[src/lds_map.svh]
// lds_map.svh: offsets, field positions, reset values and timing counts of the
// LED driver serial slave port. assumes inclusion by bare name.
`ifndef LDS_MAP_SVH
`define LDS_MAP_SVH
// --------------------------------------------------------------------------
// addresses and command bytes
// --------------------------------------------------------------------------
`define LDS_ADDR_BASE     7'h00
`define LDS_CMD_DIGIT0    8'h01
`define LDS_CMD_DIGIT7    8'h08
`define LDS_CMD_DECODE    8'h09
`define LDS_CMD_INTENS    8'h0A
`define LDS_CMD_SCANLIM   8'h0B
`define LDS_CMD_SHUTDOWN  8'h0C
`define LDS_CMD_SELFADDR  8'h2D
`define LDS_CMD_FEATURE   8'h0E
// --------------------------------------------------------------------------
// field positions and reset values
// --------------------------------------------------------------------------
`define LDS_SD_RUN_BIT    0
`define LDS_SD_KEEP_BIT   7
`define LDS_RST_SHUTDOWN  8'h00
`define LDS_RST_FEATURE   8'h00
`define LDS_RST_DECODE    8'h00
`define LDS_RST_INTENS    8'h00
`define LDS_RST_SCANLIM   8'h00
`define LDS_RST_DIGIT     8'h00
// --------------------------------------------------------------------------
// timing: fastest supported bus clock
// --------------------------------------------------------------------------
`define LDS_HS_CLK_KHZ    3400
`endif

[src/lds_pkg.sv]
// lds_pkg.sv: types of the LED driver serial slave port.
// assumes lds_map.svh is available for the constants.
package lds_pkg;
  // bus protocol states, gray coded along the usual path
  typedef enum logic [2:0] {
    LDS_IDLE = 3'b000,
    LDS_RECV = 3'b001,
    LDS_RACK = 3'b011,
    LDS_SEND = 3'b010,
    LDS_TACK = 3'b110,
    LDS_IGNR = 3'b111
  } lds_state_e;
  // register bank seen by the display core
  typedef struct packed {
    logic [7:0] decode;
    logic [7:0] intensity;
    logic [7:0] scan_limit;
    logic [7:0] shutdown;
    logic [7:0] feature;
  } lds_ctrl_s;
  // conditioned bus lines
  typedef struct packed {
    logic scl_rise;
    logic scl_fall;
    logic start;
    logic stop;
    logic sda;
  } lds_bus_s;
endpackage : lds_pkg

[src/lds_slave.sv]
// What this block does
// - device is slave only; master makes clock, arbitration, start and stop.
// - supports high-speed bus clock up to 3.4 MHz.
// - sda fall with scl high is start, sda rise with scl high is stop.
// - sda change while scl high is a bus condition, not data.
// - 8-bit bytes, one bit per clock, ninth acknowledge bit, any length.
// - acknowledging receiver holds sda low through ack clock high phase.
// - after master nack the device releases sda for stop.
// - device acks address and every written data byte.
// - transfer ends with stop or repeated start.
// - first byte after start is address; default address all zeros.
// - address lsb selects direction: one read, zero write.
// - two low address bits are device select, set by self-address command.
// - shorted key node gives zero, open node gives one.
// - select bits sampled from first key line with segment g and f lines.
// - one self-address command updates all devices; reissue after power loss.
// - after start, match address, capture direction, then drive acknowledge.
// - byte after address in a write is the command byte selecting register.
// - power-up loads defaults, blanks display, enters shutdown.
// - defaults: one digit scanned, decoder off, intensity minimum.
// - shutdown register write with bit 0 zero enters shutdown; digit data kept.
// - shutdown entry or exit clears feature unless bit 7 set.
// - shutdown register at command 0x0C; bit 0 one means normal run.
//
// lds_slave.sv: serial slave port, top of the block.
// assumes clk far faster than the bus clock, key node levels stable.
`timescale 1ns/1ns
`include "lds_map.svh"
module lds_slave (
  // clock and reset
  input  wire logic        clk,
  input  wire logic        rst_n,
  // serial bus pins
  input  wire logic        scl_in,
  input  wire logic        sda_in,
  output logic             sda_out,
  output logic             sda_oe,
  // self-address key nodes
  input  wire logic        key_return_line_first,
  input  wire logic        segment_g_line,
  input  wire logic        segment_f_line,
  // status towards display core
  output lds_pkg::lds_ctrl_s ctrl,
  output logic      [63:0] digits,
  output logic             shutdown_active,
  output logic             display_blank,
  output logic             key_nodes_reserved,
  output logic      [6:0]  slave_addr
);
  import lds_pkg::*;
  // --------------------------------------------------------------------------
  // declarations
  // --------------------------------------------------------------------------
  lds_bus_s   bus;
  lds_state_e state;
  lds_state_e next_state;
  logic [7:0] shreg;
  logic [3:0] bitcnt;
  logic [1:0] byte_idx;
  logic       rw;
  logic [7:0] cmd;
  logic       drive_low;
  logic       dev_select_bit_low;
  logic       dev_select_bit_high;
  logic       self_addr_done;
  logic [1:0] node_meta_g;
  logic [1:0] node_meta_f;
  logic       wr_en;
  logic [7:0] rd_data;
  logic       last_sda_rd;
  logic       ack_phase;
  // named decode wires
  wire        byte_done   = bus.scl_rise && (bitcnt == 4'd7);
  // second scl fall in an ack state ends the ninth bit; the first one opens it
  wire        ack_clock   = bus.scl_fall && ack_phase && (state == LDS_RACK || state == LDS_TACK);
  wire [7:0]  rx_byte     = {shreg[6:0], bus.sda};
  wire        addr_match  = rx_byte[7:1] == slave_addr;
  wire        is_addr     = byte_idx == 2'd0;
  wire        is_cmd      = byte_idx == 2'd1;
  wire        master_nack = bus.scl_rise && state == LDS_TACK && bus.sda;
  // device select bits in low address positions
  assign slave_addr         = {5'(`LDS_ADDR_BASE >> 2), dev_select_bit_high, dev_select_bit_low};
  assign shutdown_active    = ~ctrl.shutdown[`LDS_SD_RUN_BIT];
  assign display_blank      = shutdown_active;
  assign key_nodes_reserved = self_addr_done;
  // --------------------------------------------------------------------------
  // pin conditioning
  // --------------------------------------------------------------------------
  // changes during scl high become conditions, handled in lds_sync
  lds_sync u_sync (
    .clk    (clk),
    .rst_n  (rst_n),
    .scl_in (scl_in),
    .sda_in (sda_in),
    .bus    (bus)
  );
  // --------------------------------------------------------------------------
  // key node synchroniser for self addressing
  // --------------------------------------------------------------------------
  // nodes read through key return line, shorted pulls it low
  always_ff @(posedge clk or negedge rst_n) begin
    if (!rst_n) begin
      node_meta_g <= 2'h3;
      node_meta_f <= 2'h3;
    end else begin
      node_meta_g <= {node_meta_g[0], segment_g_line & key_return_line_first};
      node_meta_f <= {node_meta_f[0], segment_f_line & key_return_line_first};
    end
  end
  // --------------------------------------------------------------------------
  // protocol state machine
  // --------------------------------------------------------------------------
  // only follows the master's clock; runs off 10 MHz sampling
  always_comb begin
    next_state = state;
    unique case (state)
      LDS_IDLE: next_state = LDS_IDLE;
      LDS_RECV: begin
        if (byte_done) begin
          // mismatch is ignored until next start
          if (is_addr && !addr_match) next_state = LDS_IGNR;
          else                        next_state = LDS_RACK;
        end
      end
      LDS_RACK: if (ack_clock) next_state = (is_addr && rw) ? LDS_SEND : LDS_RECV;
      LDS_SEND: if (byte_done) next_state = LDS_TACK;
      LDS_TACK: begin
        if (master_nack)    next_state = LDS_IGNR;
        else if (ack_clock) next_state = LDS_SEND;
      end
      LDS_IGNR: next_state = LDS_IGNR;
    endcase
    // start and stop override, repeated start reopens
    if (bus.start)     next_state = LDS_RECV;
    else if (bus.stop) next_state = LDS_IDLE;
  end
  always_ff @(posedge clk or negedge rst_n) begin
    if (!rst_n) state <= LDS_IDLE;
    else        state <= next_state;
  end
  // ninth bit: toggles on each scl fall while in an ack state
  always_ff @(posedge clk or negedge rst_n) begin
    if (!rst_n) begin
      ack_phase <= 1'b0;
    end else if (bus.start || bus.stop) begin
      ack_phase <= 1'b0;
    end else if (bus.scl_fall && (state == LDS_RACK || state == LDS_TACK)) begin
      ack_phase <= ~ack_phase;
    end
  end
  // --------------------------------------------------------------------------
  // bit and byte counters, shift register
  // --------------------------------------------------------------------------
  // eight bits then ack
  always_ff @(posedge clk or negedge rst_n) begin
    if (!rst_n) begin
      bitcnt   <= 4'h0;
      shreg    <= 8'h00;
      byte_idx <= 2'h0;
      rw       <= 1'b0;
    end else if (bus.start) begin
      bitcnt   <= 4'h0;
      byte_idx <= 2'h0;
    end else if (state == LDS_RECV && bus.scl_rise) begin
      shreg  <= rx_byte;
      bitcnt <= byte_done ? 4'h0 : bitcnt + 4'h1;
      if (byte_done && is_addr) rw <= bus.sda;
    end else if (state == LDS_SEND && bus.scl_rise) begin
      bitcnt <= byte_done ? 4'h0 : bitcnt + 4'h1;
    end else if (ack_clock) begin
      if (byte_idx != 2'h2) byte_idx <= byte_idx + 2'h1;
      if (state == LDS_TACK || (state == LDS_RACK && is_addr && rw)) shreg <= rd_data;
    end else if (state == LDS_SEND && bus.scl_fall && bitcnt != 4'h0) begin
      shreg <= {shreg[6:0], 1'b0};
    end
  end
  // --------------------------------------------------------------------------
  // command pointer and write strobe
  // --------------------------------------------------------------------------
  // command byte after address selects register
  always_ff @(posedge clk or negedge rst_n) begin
    if (!rst_n) begin
      cmd   <= 8'h00;
      wr_en <= 1'b0;
    end else begin
      wr_en <= 1'b0;
      if (state == LDS_RECV && byte_done && !is_addr && !rw) begin
        if (is_cmd) cmd <= rx_byte;
        else        wr_en <= 1'b1;
      end
      // read pointer steps at the end of each sent byte, before the next load
      if (wr_en || (state == LDS_SEND && byte_done)) cmd <= cmd + 8'h01;
    end
  end
  // --------------------------------------------------------------------------
  // self addressing
  // --------------------------------------------------------------------------
  // short gives zero, open gives one; one command updates all
  always_ff @(posedge clk or negedge rst_n) begin
    if (!rst_n) begin
      dev_select_bit_low  <= 1'b0;
      dev_select_bit_high <= 1'b0;
      self_addr_done      <= 1'b0;
    end else if (state == LDS_RECV && byte_done && is_cmd && !rw &&
                 rx_byte == `LDS_CMD_SELFADDR) begin
      dev_select_bit_low  <= node_meta_g[1];
      dev_select_bit_high <= node_meta_f[1];
      self_addr_done      <= 1'b1;
    end
  end
  // --------------------------------------------------------------------------
  // sda drive
  // --------------------------------------------------------------------------
  // ack low across the ninth clock; data bits msb first when sending
  always_ff @(posedge clk or negedge rst_n) begin
    if (!rst_n) begin
      drive_low   <= 1'b0;
      last_sda_rd <= 1'b1;
    end else if (bus.start || bus.stop) begin
      drive_low <= 1'b0;
    end else if (bus.scl_fall) begin
      unique case (next_state)
        LDS_RACK: drive_low <= 1'b1;
        LDS_SEND: drive_low <= ~((state == LDS_SEND) ? shreg[6] : rd_data[7]);
        default:  drive_low <= 1'b0;
      endcase
      last_sda_rd <= 1'b1;
    end else if (state == LDS_RECV && byte_done) begin
      drive_low <= 1'b0;
    end
  end
  // released while master acks or after nack
  assign sda_oe  = drive_low && (state == LDS_RACK || state == LDS_SEND);
  assign sda_out = 1'b0;
  // --------------------------------------------------------------------------
  // register bank
  // --------------------------------------------------------------------------
  lds_regs u_regs (
    .clk     (clk),
    .rst_n   (rst_n),
    .wr_en   (wr_en),
    .wr_cmd  (cmd),
    .wr_data (shreg),
    .rd_cmd  (cmd),
    .rd_data (rd_data),
    .ctrl    (ctrl),
    .digits  (digits)
  );
  // --------------------------------------------------------------------------
  // checks
  // --------------------------------------------------------------------------
  a_ack_held: assert property (@(posedge clk) disable iff (!rst_n)
    (state == LDS_RACK && bus.scl_rise) |-> sda_oe)
    else $error("ack not driven at ack clock rise");
  a_no_ack_mis: assert property (@(posedge clk) disable iff (!rst_n)
    (state == LDS_RECV && byte_done && is_addr && !addr_match && !bus.start) |=> state == LDS_IGNR)
    else $error("mismatched address not ignored");
  a_ignore_quiet: assert property (@(posedge clk) disable iff (!rst_n)
    state == LDS_IGNR |-> !sda_oe)
    else $error("driving sda while ignoring");
  a_start_recv: assert property (@(posedge clk) disable iff (!rst_n)
    bus.start |=> state == LDS_RECV && bitcnt == 4'h0)
    else $error("start not detected");
  a_stop_idle: assert property (@(posedge clk) disable iff (!rst_n)
    (bus.stop && !bus.start) |=> state == LDS_IDLE)
    else $error("stop did not release");
  a_nack_release: assert property (@(posedge clk) disable iff (!rst_n)
    (master_nack && !bus.start && !bus.stop) |=> !sda_oe [*2])
    else $error("sda held after master nack");
  a_match_ack: assert property (@(posedge clk) disable iff (!rst_n)
    (state == LDS_RECV && byte_done && !bus.start) |=> (state == LDS_RACK) == $past(!is_addr || addr_match))
    else $error("ack decision wrong");
  a_dir_bit: assert property (@(posedge clk) disable iff (!rst_n)
    (state == LDS_RECV && byte_done && is_addr && !bus.start) |=> rw == $past(bus.sda))
    else $error("direction bit not captured");
  a_write_strobe: assert property (@(posedge clk) disable iff (!rst_n)
    wr_en |-> !rw && byte_idx == 2'h2)
    else $error("write strobe outside data phase");
endmodule : lds_slave

[src/lds_sync.sv]
// lds_sync.sv: two-flop synchroniser and condition detector for the bus pins.
// assumes pins are asynchronous to clk and sampled much faster than scl.
`timescale 1ns/1ns
module lds_sync (
  // clock and reset
  input  wire logic        clk,
  input  wire logic        rst_n,
  // raw pins
  input  wire logic        scl_in,
  input  wire logic        sda_in,
  // conditioned events
  output lds_pkg::lds_bus_s bus
);
  import lds_pkg::*;
  logic [1:0] scl_meta;
  logic [1:0] sda_meta;
  logic       scl_q;
  logic       sda_q;
  // ------------------------------------------------------------------------
  // synchroniser and one-cycle history
  // ------------------------------------------------------------------------
  always_ff @(posedge clk or negedge rst_n) begin
    if (!rst_n) begin
      scl_meta <= 2'h3;
      sda_meta <= 2'h3;
      scl_q    <= 1'b1;
      sda_q    <= 1'b1;
    end else begin
      scl_meta <= {scl_meta[0], scl_in};
      sda_meta <= {sda_meta[0], sda_in};
      scl_q    <= scl_meta[1];
      sda_q    <= sda_meta[1];
    end
  end
  // edge and condition decode
  assign bus.scl_rise = scl_meta[1] & ~scl_q;
  assign bus.scl_fall = ~scl_meta[1] & scl_q;
  assign bus.start    = scl_meta[1] & scl_q & sda_q & ~sda_meta[1];
  assign bus.stop     = scl_meta[1] & scl_q & ~sda_q & sda_meta[1];
  assign bus.sda      = sda_meta[1];
endmodule : lds_sync

[src/lds_regs.sv]
// lds_regs.sv: control register bank with shutdown side effects and digit store.
// assumes one-cycle write strobes from the protocol engine.
`timescale 1ns/1ns
`include "lds_map.svh"
module lds_regs (
  // clock and reset
  input  wire logic        clk,
  input  wire logic        rst_n,
  // write port
  input  wire logic        wr_en,
  input  wire logic [7:0]  wr_cmd,
  input  wire logic [7:0]  wr_data,
  // read port
  input  wire logic [7:0]  rd_cmd,
  output logic      [7:0]  rd_data,
  // register contents
  output lds_pkg::lds_ctrl_s ctrl,
  output logic      [63:0] digits
);
  import lds_pkg::*;
  wire       wr_sd   = wr_en && (wr_cmd == `LDS_CMD_SHUTDOWN);
  wire       wr_feat = wr_en && (wr_cmd == `LDS_CMD_FEATURE);
  wire       is_dig_w = (wr_cmd >= `LDS_CMD_DIGIT0) && (wr_cmd <= `LDS_CMD_DIGIT7);
  wire [2:0] dig_w   = 3'(wr_cmd - `LDS_CMD_DIGIT0);
  wire       is_dig_r = (rd_cmd >= `LDS_CMD_DIGIT0) && (rd_cmd <= `LDS_CMD_DIGIT7);
  wire [2:0] dig_r   = 3'(rd_cmd - `LDS_CMD_DIGIT0);
  // ------------------------------------------------------------------------
  // control registers
  // ------------------------------------------------------------------------
  // power-up defaults, minimum settings
  always_ff @(posedge clk or negedge rst_n) begin
    if (!rst_n) begin
      ctrl.decode     <= `LDS_RST_DECODE;
      ctrl.intensity  <= `LDS_RST_INTENS;
      ctrl.scan_limit <= `LDS_RST_SCANLIM;
      ctrl.shutdown   <= `LDS_RST_SHUTDOWN;
      ctrl.feature    <= `LDS_RST_FEATURE;
    end else if (wr_en) begin
      if (wr_cmd == `LDS_CMD_DECODE)  ctrl.decode     <= wr_data;
      if (wr_cmd == `LDS_CMD_INTENS)  ctrl.intensity  <= wr_data;
      if (wr_cmd == `LDS_CMD_SCANLIM) ctrl.scan_limit <= wr_data;
      if (wr_sd) ctrl.shutdown <= wr_data;
      // feature cleared unless keep bit set
      if (wr_sd && !wr_data[`LDS_SD_KEEP_BIT]) ctrl.feature <= `LDS_RST_FEATURE;
      else if (wr_feat)                         ctrl.feature <= wr_data;
    end
  end
  // digit store, kept through shutdown
  always_ff @(posedge clk or negedge rst_n) begin
    if (!rst_n) begin
      digits <= {8{`LDS_RST_DIGIT}};
    end else if (wr_en && is_dig_w) begin
      digits[dig_w*8 +: 8] <= wr_data;
    end
  end
  // read mux
  assign rd_data = is_dig_r                        ? digits[dig_r*8 +: 8] :
                   (rd_cmd == `LDS_CMD_DECODE)    ? ctrl.decode :
                   (rd_cmd == `LDS_CMD_INTENS)    ? ctrl.intensity :
                   (rd_cmd == `LDS_CMD_SCANLIM)   ? ctrl.scan_limit :
                   (rd_cmd == `LDS_CMD_SHUTDOWN)  ? ctrl.shutdown :
                   (rd_cmd == `LDS_CMD_FEATURE)   ? ctrl.feature : 8'h00;
  // shutdown register run bit tied to a shutdown write
  a_sd_write: assert property (@(posedge clk) disable iff (!rst_n)
    wr_sd |=> ctrl.shutdown[`LDS_SD_RUN_BIT] == $past(wr_data[`LDS_SD_RUN_BIT]))
    else $error("shutdown run bit not stored");
  a_feat_clear: assert property (@(posedge clk) disable iff (!rst_n)
    (wr_sd && !wr_data[`LDS_SD_KEEP_BIT]) |=> ctrl.feature == 8'h00)
    else $error("feature not cleared on shutdown write");
  a_feat_keep: assert property (@(posedge clk) disable iff (!rst_n)
    (wr_sd && wr_data[`LDS_SD_KEEP_BIT]) |=> $stable(ctrl.feature))
    else $error("feature changed with keep bit set");
endmodule : lds_regs

[config.mk]
export PLATFORM = sky130hd
export DESIGN_NAME = lds_slave
export DESIGN_NICKNAME = d
export VERILOG_FILES = /design/src/lds_pkg.sv /design/src/lds_slave.sv /design/src/lds_sync.sv /design/src/lds_regs.sv
export VERILOG_INCLUDE_DIRS = /design/src
export SDC_FILE = /design/constraint.sdc
export NUM_CORES = 1
export LEC_CHECK = 0
export BUFFER_PORTS_ARGS = -buffer_cell sky130_fd_sc_hd__buf_2
export CAP_MARGIN = 20
export CORE_AREA = 2 2 140 142
export CTS_CLUSTER_DIAMETER = 30
export CTS_CLUSTER_SIZE = 40
export DETAILED_ROUTE_END_ITERATION = 8
export DIE_AREA = 0 0 142 144
export PLACE_DENSITY = 0.69
export SETUP_SLACK_MARGIN = 0.3
export SYNTH_ARGS = -nofsm -noshare
export SYNTH_HDL_FRONTEND = slang
export SYNTH_SLANG_ARGS = --single-unit
[constraint.sdc]
create_clock -name clk -period 4.8 [get_ports clk]
set_input_delay 0.96 -clock clk [delete_from_list [all_inputs] [get_ports clk]]
set_output_delay 0.96 -clock clk [all_outputs]
set_load 0.01 [all_outputs]
-- Yosys cells after proc, flatten, opt, wreduce, memory -nomap -nowiden
Cells that the tools add are included.
- logic and storage cells: 175
- flip-flop bits (word level): 146
- output and inout port bits: 116
- input bits: 7
- reductions and logical operators: 58
- $lt $le $gt $ge: 2
- multiplexer cells: 45
- equality and inequality tests: 21
- bitwise gates (word level): 17
- shift operators: 3
- add/sub/neg operators: 5
- operator list (cell ; count):
    two-way mux 8 bit ; 16
    bitwise mux 64 bit ; 1
    variable shift 8 x 34 -> 64 bit, first input constant ; 1
    variable part select 64 x 7 -> 8 bit ; 1
    variable part select 8 x 34 -> 64 bit ; 1
    equality test 8 x 4 -> 1 bit, second input constant ; 5
    negator 6 -> 34 bit ; 1
    logical AND 1 bit ; 28
    two-way mux 3 bit ; 8
    case mux 3 bit (6 select lines) ; 1
    two-way mux 4 bit ; 4
    equality test 3 x 2 -> 1 bit, second input constant ; 4
    two-way mux 2 bit ; 6
    AND reduction 2 bit ; 6
    nonzero test 2 bit ; 6
    bitwise AND 1 bit ; 9
    nonzero test 3 bit ; 3
    adder 8 x 1 -> 8 bit, second input constant ; 1
    equality test 8 x 6 -> 1 bit, second input constant ; 1
    >= comparator 8 x 1 -> 1 bit, second input constant ; 1
    <= comparator 8 x 4 -> 1 bit, second input constant ; 1
    two-way mux 1 bit ; 8
    != test 2 bit, second input constant ; 4
    NOT 1 bit ; 8
    17 further kinds ; 26

-- Depth between registers and ports, before layout
- depth in word-level cells: 13
- mapped depth: 14
- gate-level depth less buffers: 10

-- Cells and area by module
From an unflattened synthesis, not the netlist that was laid out.
- cell total of the unflattened synthesis: 663
- area total of the unflattened synthesis: 7826.3 um^2
- by module, submodules not included (module ; cells an instance ; times used ; seq. area each (um^2) ; area an instance (um^2)):
    lds_regs ; 448 ; 1 ; 2602.5 ; 5541.6
    lds_slave ; 204 ; 1 ; 905.9 ; 2087.0
    lds_sync ; 11 ; 1 ; 157.7 ; 197.7

-- Worst setup path after synthesis
OpenSTA, ideal clock, no wires.
- path kind: register to register
- start point: reg cmd[0]
- end point: reg u_regs.digits[15]
- library setup time: 0.119 ns
- setup slack: 1.532 ns
- arrival time: 3.149 ns
- data required time: 4.681 ns
- stages on the path, launching flop included: 15
- buffers on the path: 4
- period minus slack after synthesis: 3.268 ns
- path through: dfrtp_1 -> buf_1 -> inv_1 -> ha_1 -> xor2_1 -> buf_4 -> buf_4 -> inv_1 -> ha_1 -> inv_1 -> nor4_4 -> nand2_2 -> buf_6 -> nand2_1 -> o21ai_2
- cells in the longest elaborated chain, start to end: 4
- elaborated cells between the ends (all ways): 9
- those cells by class: 2 x add/sub; 2 x order compare; 2 x shift; 1 x mux; 2 x reduce/logical
- RTL lines (what ; line ; RTL):
    start, declared ; lds_slave.sv:61 ; logic [7:0] cmd;
    start signal, assigned ; lds_slave.sv:188 ; if (is_cmd) cmd <= rx_byte;
    start signal, assigned ; lds_slave.sv:192 ; if (wr_en || (state == LDS_SEND && byte_done)) cmd <= cmd + 8'h01;
    subtractor 3 x 1 -> 3 bit (no source line) ; n/a ;
    negator 6 -> 34 bit ; lds_regs.sv:53 ; digits[dig_w*8 +: 8] <= wr_data;
    variable part select 8 x 34 -> 64 bit / variable shift 8 x 34 -> 64 bit (equally long branches) ; lds_regs.sv:53 ;
    bitwise mux 64 bit ; lds_regs.sv:53 ;
    end signal, assigned ; lds_regs.sv:51 ; digits <= {8{`LDS_RST_DIGIT}};
    end signal, assigned by index ; lds_regs.sv:53 ;
    end, declared ; lds_regs.sv:18 ; output logic [63:0] digits
Parallel ways exist; a longest one is shown, timed or not.
A chain may end at the register's enable or synchronous reset.

-- Worst setup path after layout
- start point: reg cmd[0]
- end point: reg u_regs.digits[21]
Same word-level chain as after synthesis.

==> results.ini <==
[outcome]
outcome = complete, no violations

[worst_hold_path]
hold_path.class = flop to flop
hold_depth = 0

[clock_tree]
cts-root-buf = clkbuf_16
clock_sinks = 146
path_clk_slew_ns = 0.06
htreeDepth = 4
clockBufferDepth = 2
insertion_delay_ns = 0.43
cts_setup_buffers = 0
holdBufCountCts = 0
cts_tree = yes
ctsResizeCount = 0
numCtsBuffers = 17

[die]
pin_count = 123
core_area_sq_um = 19100
dieArea_sq_um = 20400
num_rows = 51
dieHeight_um = 144
initial_core_util = 0.393
chipWidth_um = 142

[drt]
wl_per_cell_um = 18.6
drtIter0Drc = 460
viasPerCell = 5.48
wl_met2_um = 9660
top_layer = met4
drc = 0
dr.pass1.iters = 7
vias = 5965
ant_nets = 0
wl_um = 20300
met3_length_um = 1270
wl_met1_um = 8940

[synthesis]
synth.largest_area_cell = dfrtp_1
synth_area_leaders = dfrtp_1 45%, mux2_2 6.9%, nand2_1 6.7%
synth.top_cell.area_share = 0.454
avgSynthCellArea_sq_um = 10.1
synthesis.area_sq_um = 7490
synth-edff-count = 0
ys_warn_count = 0
syn-instance-count = 744
ys_seq_area_frac = 0.489
ys.flop_type = dfrtp_1
async_flop_share = 1.00
synthDistinctLibCells = 70
ys_seq_elements = 146

[power_and_ir_drop]
ir_drop_mv = 0.291
leakage_nw = 4.30
p_per_area_nw_per_um2 = 337

[setup_path]
crit_chain = inv_1 > ha_1 > xor2_4 > inv_1 > ha_1 > inv_1 > nor4_4 > nand2_2 > nand2_1 > o21ai_0
reg2reg_slack_ns = 1.32
cp.required_ns = 5.10
endpoint_kind = flop
critPathMaxFanout = 17
crit_family = simple AND/OR/NAND/NOR gates
cp_common_cell = inv_1
ff2ff_path_depth = 10
start_kind = flop
crit_buf_inv = 3
critPathSlowestCell = dfrtp_1
max_stage_delay_ns = 0.72
cp.depth = 10
crit_arrival_ns = 3.78
crit_type = flop to flop

[place]
io_buffers = 116
dpl.cell_count = 1056
gp_congestion = 0.856
dpl.hpwl_um = 14200
pre_cts_ws_ns = 1.30

[sta]
rsz0062_at_grt = false
hold_viol = 0
min_period_over_period = 0.726
finalSetupTns_ns = 0
slew_viol_final = 0
fin_crit_ns = 3.48
setup_slack_ns = 1.32
worst_slew_pin_slew_ns = 1.05
slew-limit-headroom = 0.296
finClkSkew_ns = 0.00962
setup_viol = 0
fmax_ghz = 0.287

[layout]
drive_gt1_frac = 0.296
antennaDiodeCount = 0
areaGrowthSynthToFinish_pct = 16.9
final_common_cell = dfrtp_1
fillCellCount = 1799
fin_cells = 1088
layout_common_cells = 136 x dfrtp_1, 134 x nand2_1, 115 x buf_2
fin_nets = 857

[run]
cap_viol_max_count = 0

[global_routing]
grt_pass1_vias = 5682
track_usage = 0.204
grt_max_degree = 91
grt.overflow.total = 0
grt_first_pass_wirelength_um = 32100
antenna_found_initial = 0

cell usage after synthesis (3+ instances only):
| cell | instances |
|---|---|
| mux2i_1 | 27 |
| o21a_1 | 6 |
| a22oi_1 | 6 |
| nand2_1 | 134 |
| nor4_2 | 3 |
| o221a_2 | 3 |
| mux4_2 | 3 |
| o21ai_2 | 16 |
| o311ai_1 | 3 |
| o22ai_1 | 14 |
| a211o_1 | 5 |
| o31ai_1 | 5 |
| xor2_1 | 3 |
| a21oi_1 | 26 |
| clkbuf_1 | 22 |
| dfrtp_1 | 136 |
| nand2_2 | 6 |
| nor3_1 | 10 |
| and3_1 | 4 |
| o32ai_1 | 3 |
| o311ai_0 | 3 |
| buf_6 | 8 |
| o21ai_0 | 36 |
| dfstp_2 | 10 |
| buf_4 | 11 |
| nand4_1 | 5 |
| inv_1 | 23 |
| xnor2_1 | 5 |
| mux2_2 | 46 |
| nand3_1 | 8 |
| buf_2 | 9 |
| ha_1 | 13 |
| nor2_1 | 40 |
| nor2b_1 | 5 |
| nand2b_1 | 9 |
| o21ai_1 | 25 |
| a31oi_1 | 9 |
power by group:
part           switching (W)  internal (W)
clock               0.000539      0.000869
sequential          0.000138       0.00127
combinational      0.0000789     0.0000574
total               0.000756       0.00220
cell type report:
type	instances	area [sq um]	share of cell area
multi-input combinational	528	3470	0.396
clock inverter	13	185	0.0211
timing repair buffer	121	624	0.0712
inverter	23	86.3	0.00985
tap	238	298	0.0340
clock buffer	19	433	0.0494
sequential	146	3670	0.418
flip-flops by register name (all words and copies together), names as in the netlist, 2 cells and up:
name             cells
byte_idx             2
state                3
shreg                8
node_meta_g          2
node_meta_f          2
u_sync.scl_meta      2
bitcnt               4
u_sync.sda_meta      2
u_regs.digits       64
cmd                  8
u_regs.ctrl         40
final timing paths:
check	end	from
max in group asynchronous	u_regs.digits[14]$_DFFE_PN0P_	rst_n
min in group asynchronous	state[1]$_DFF_PN0_	rst_n
worst min-delay path	node_meta_g[1]$_DFF_PN1_	node_meta_g[0]$_DFF_PN1_
worst max-delay path	u_regs.digits[21]$_DFFE_PN0P_	cmd[0]$_DFFE_PN0P_
worst min register to register	node_meta_g[1]$_DFF_PN1_	node_meta_g[0]$_DFF_PN1_
worst max register to register	u_regs.digits[21]$_DFFE_PN0P_	cmd[0]$_DFFE_PN0P_
cell families after synthesis:
logic type / after synthesis / share of synthesized area
AND/OR/NAND/NOR: 254 / 0.166
AO/OA/AOI/OAI: 171 / 0.146
flip-flops: 146 / 0.489
multiplexers: 76 / 0.114
buffers and inverters: 75 / 0.0526
adder cells (fa/ha/maj): 13 / 0.0217
XOR/XNOR: 8 / 0.00935
other: 1 / 0.000500
per-layer routing:
layer | up-vias | global-route usage
met5 | - | 0
met4 | 0 | 0.0632
met3 | 29 | 0.0430
met2 | 192 | 0.322
met1 | 2950 | 0.282
li1 | 2794 | -
stage by stage:
stage                     hold WS, ns  area (sq um)  utilization  total power (W)
after floorplan                 0.345          7510            -          0.00146
after global placement          0.346          8150        0.427          0.00156
after detailed placement        0.347          8150        0.427          0.00156
after CTS                       0.354          8760        0.459          0.00296
after global routing            0.357          8760        0.459          0.00305
final                           0.355          8760        0.459          0.00295
worst register-to-register path, stage by stage, from the launching register on:
cell,delay (ns)
dfrtp_1,0.72
inv_1,0.20
ha_1,0.32
xor2_4,0.55
inv_1,0.14
ha_1,0.37
inv_1,0.12
nor4_4,0.40
nand2_2,0.29
nand2_1,0.14
o21ai_0,0.09
(Power assumes the default switching activity.)
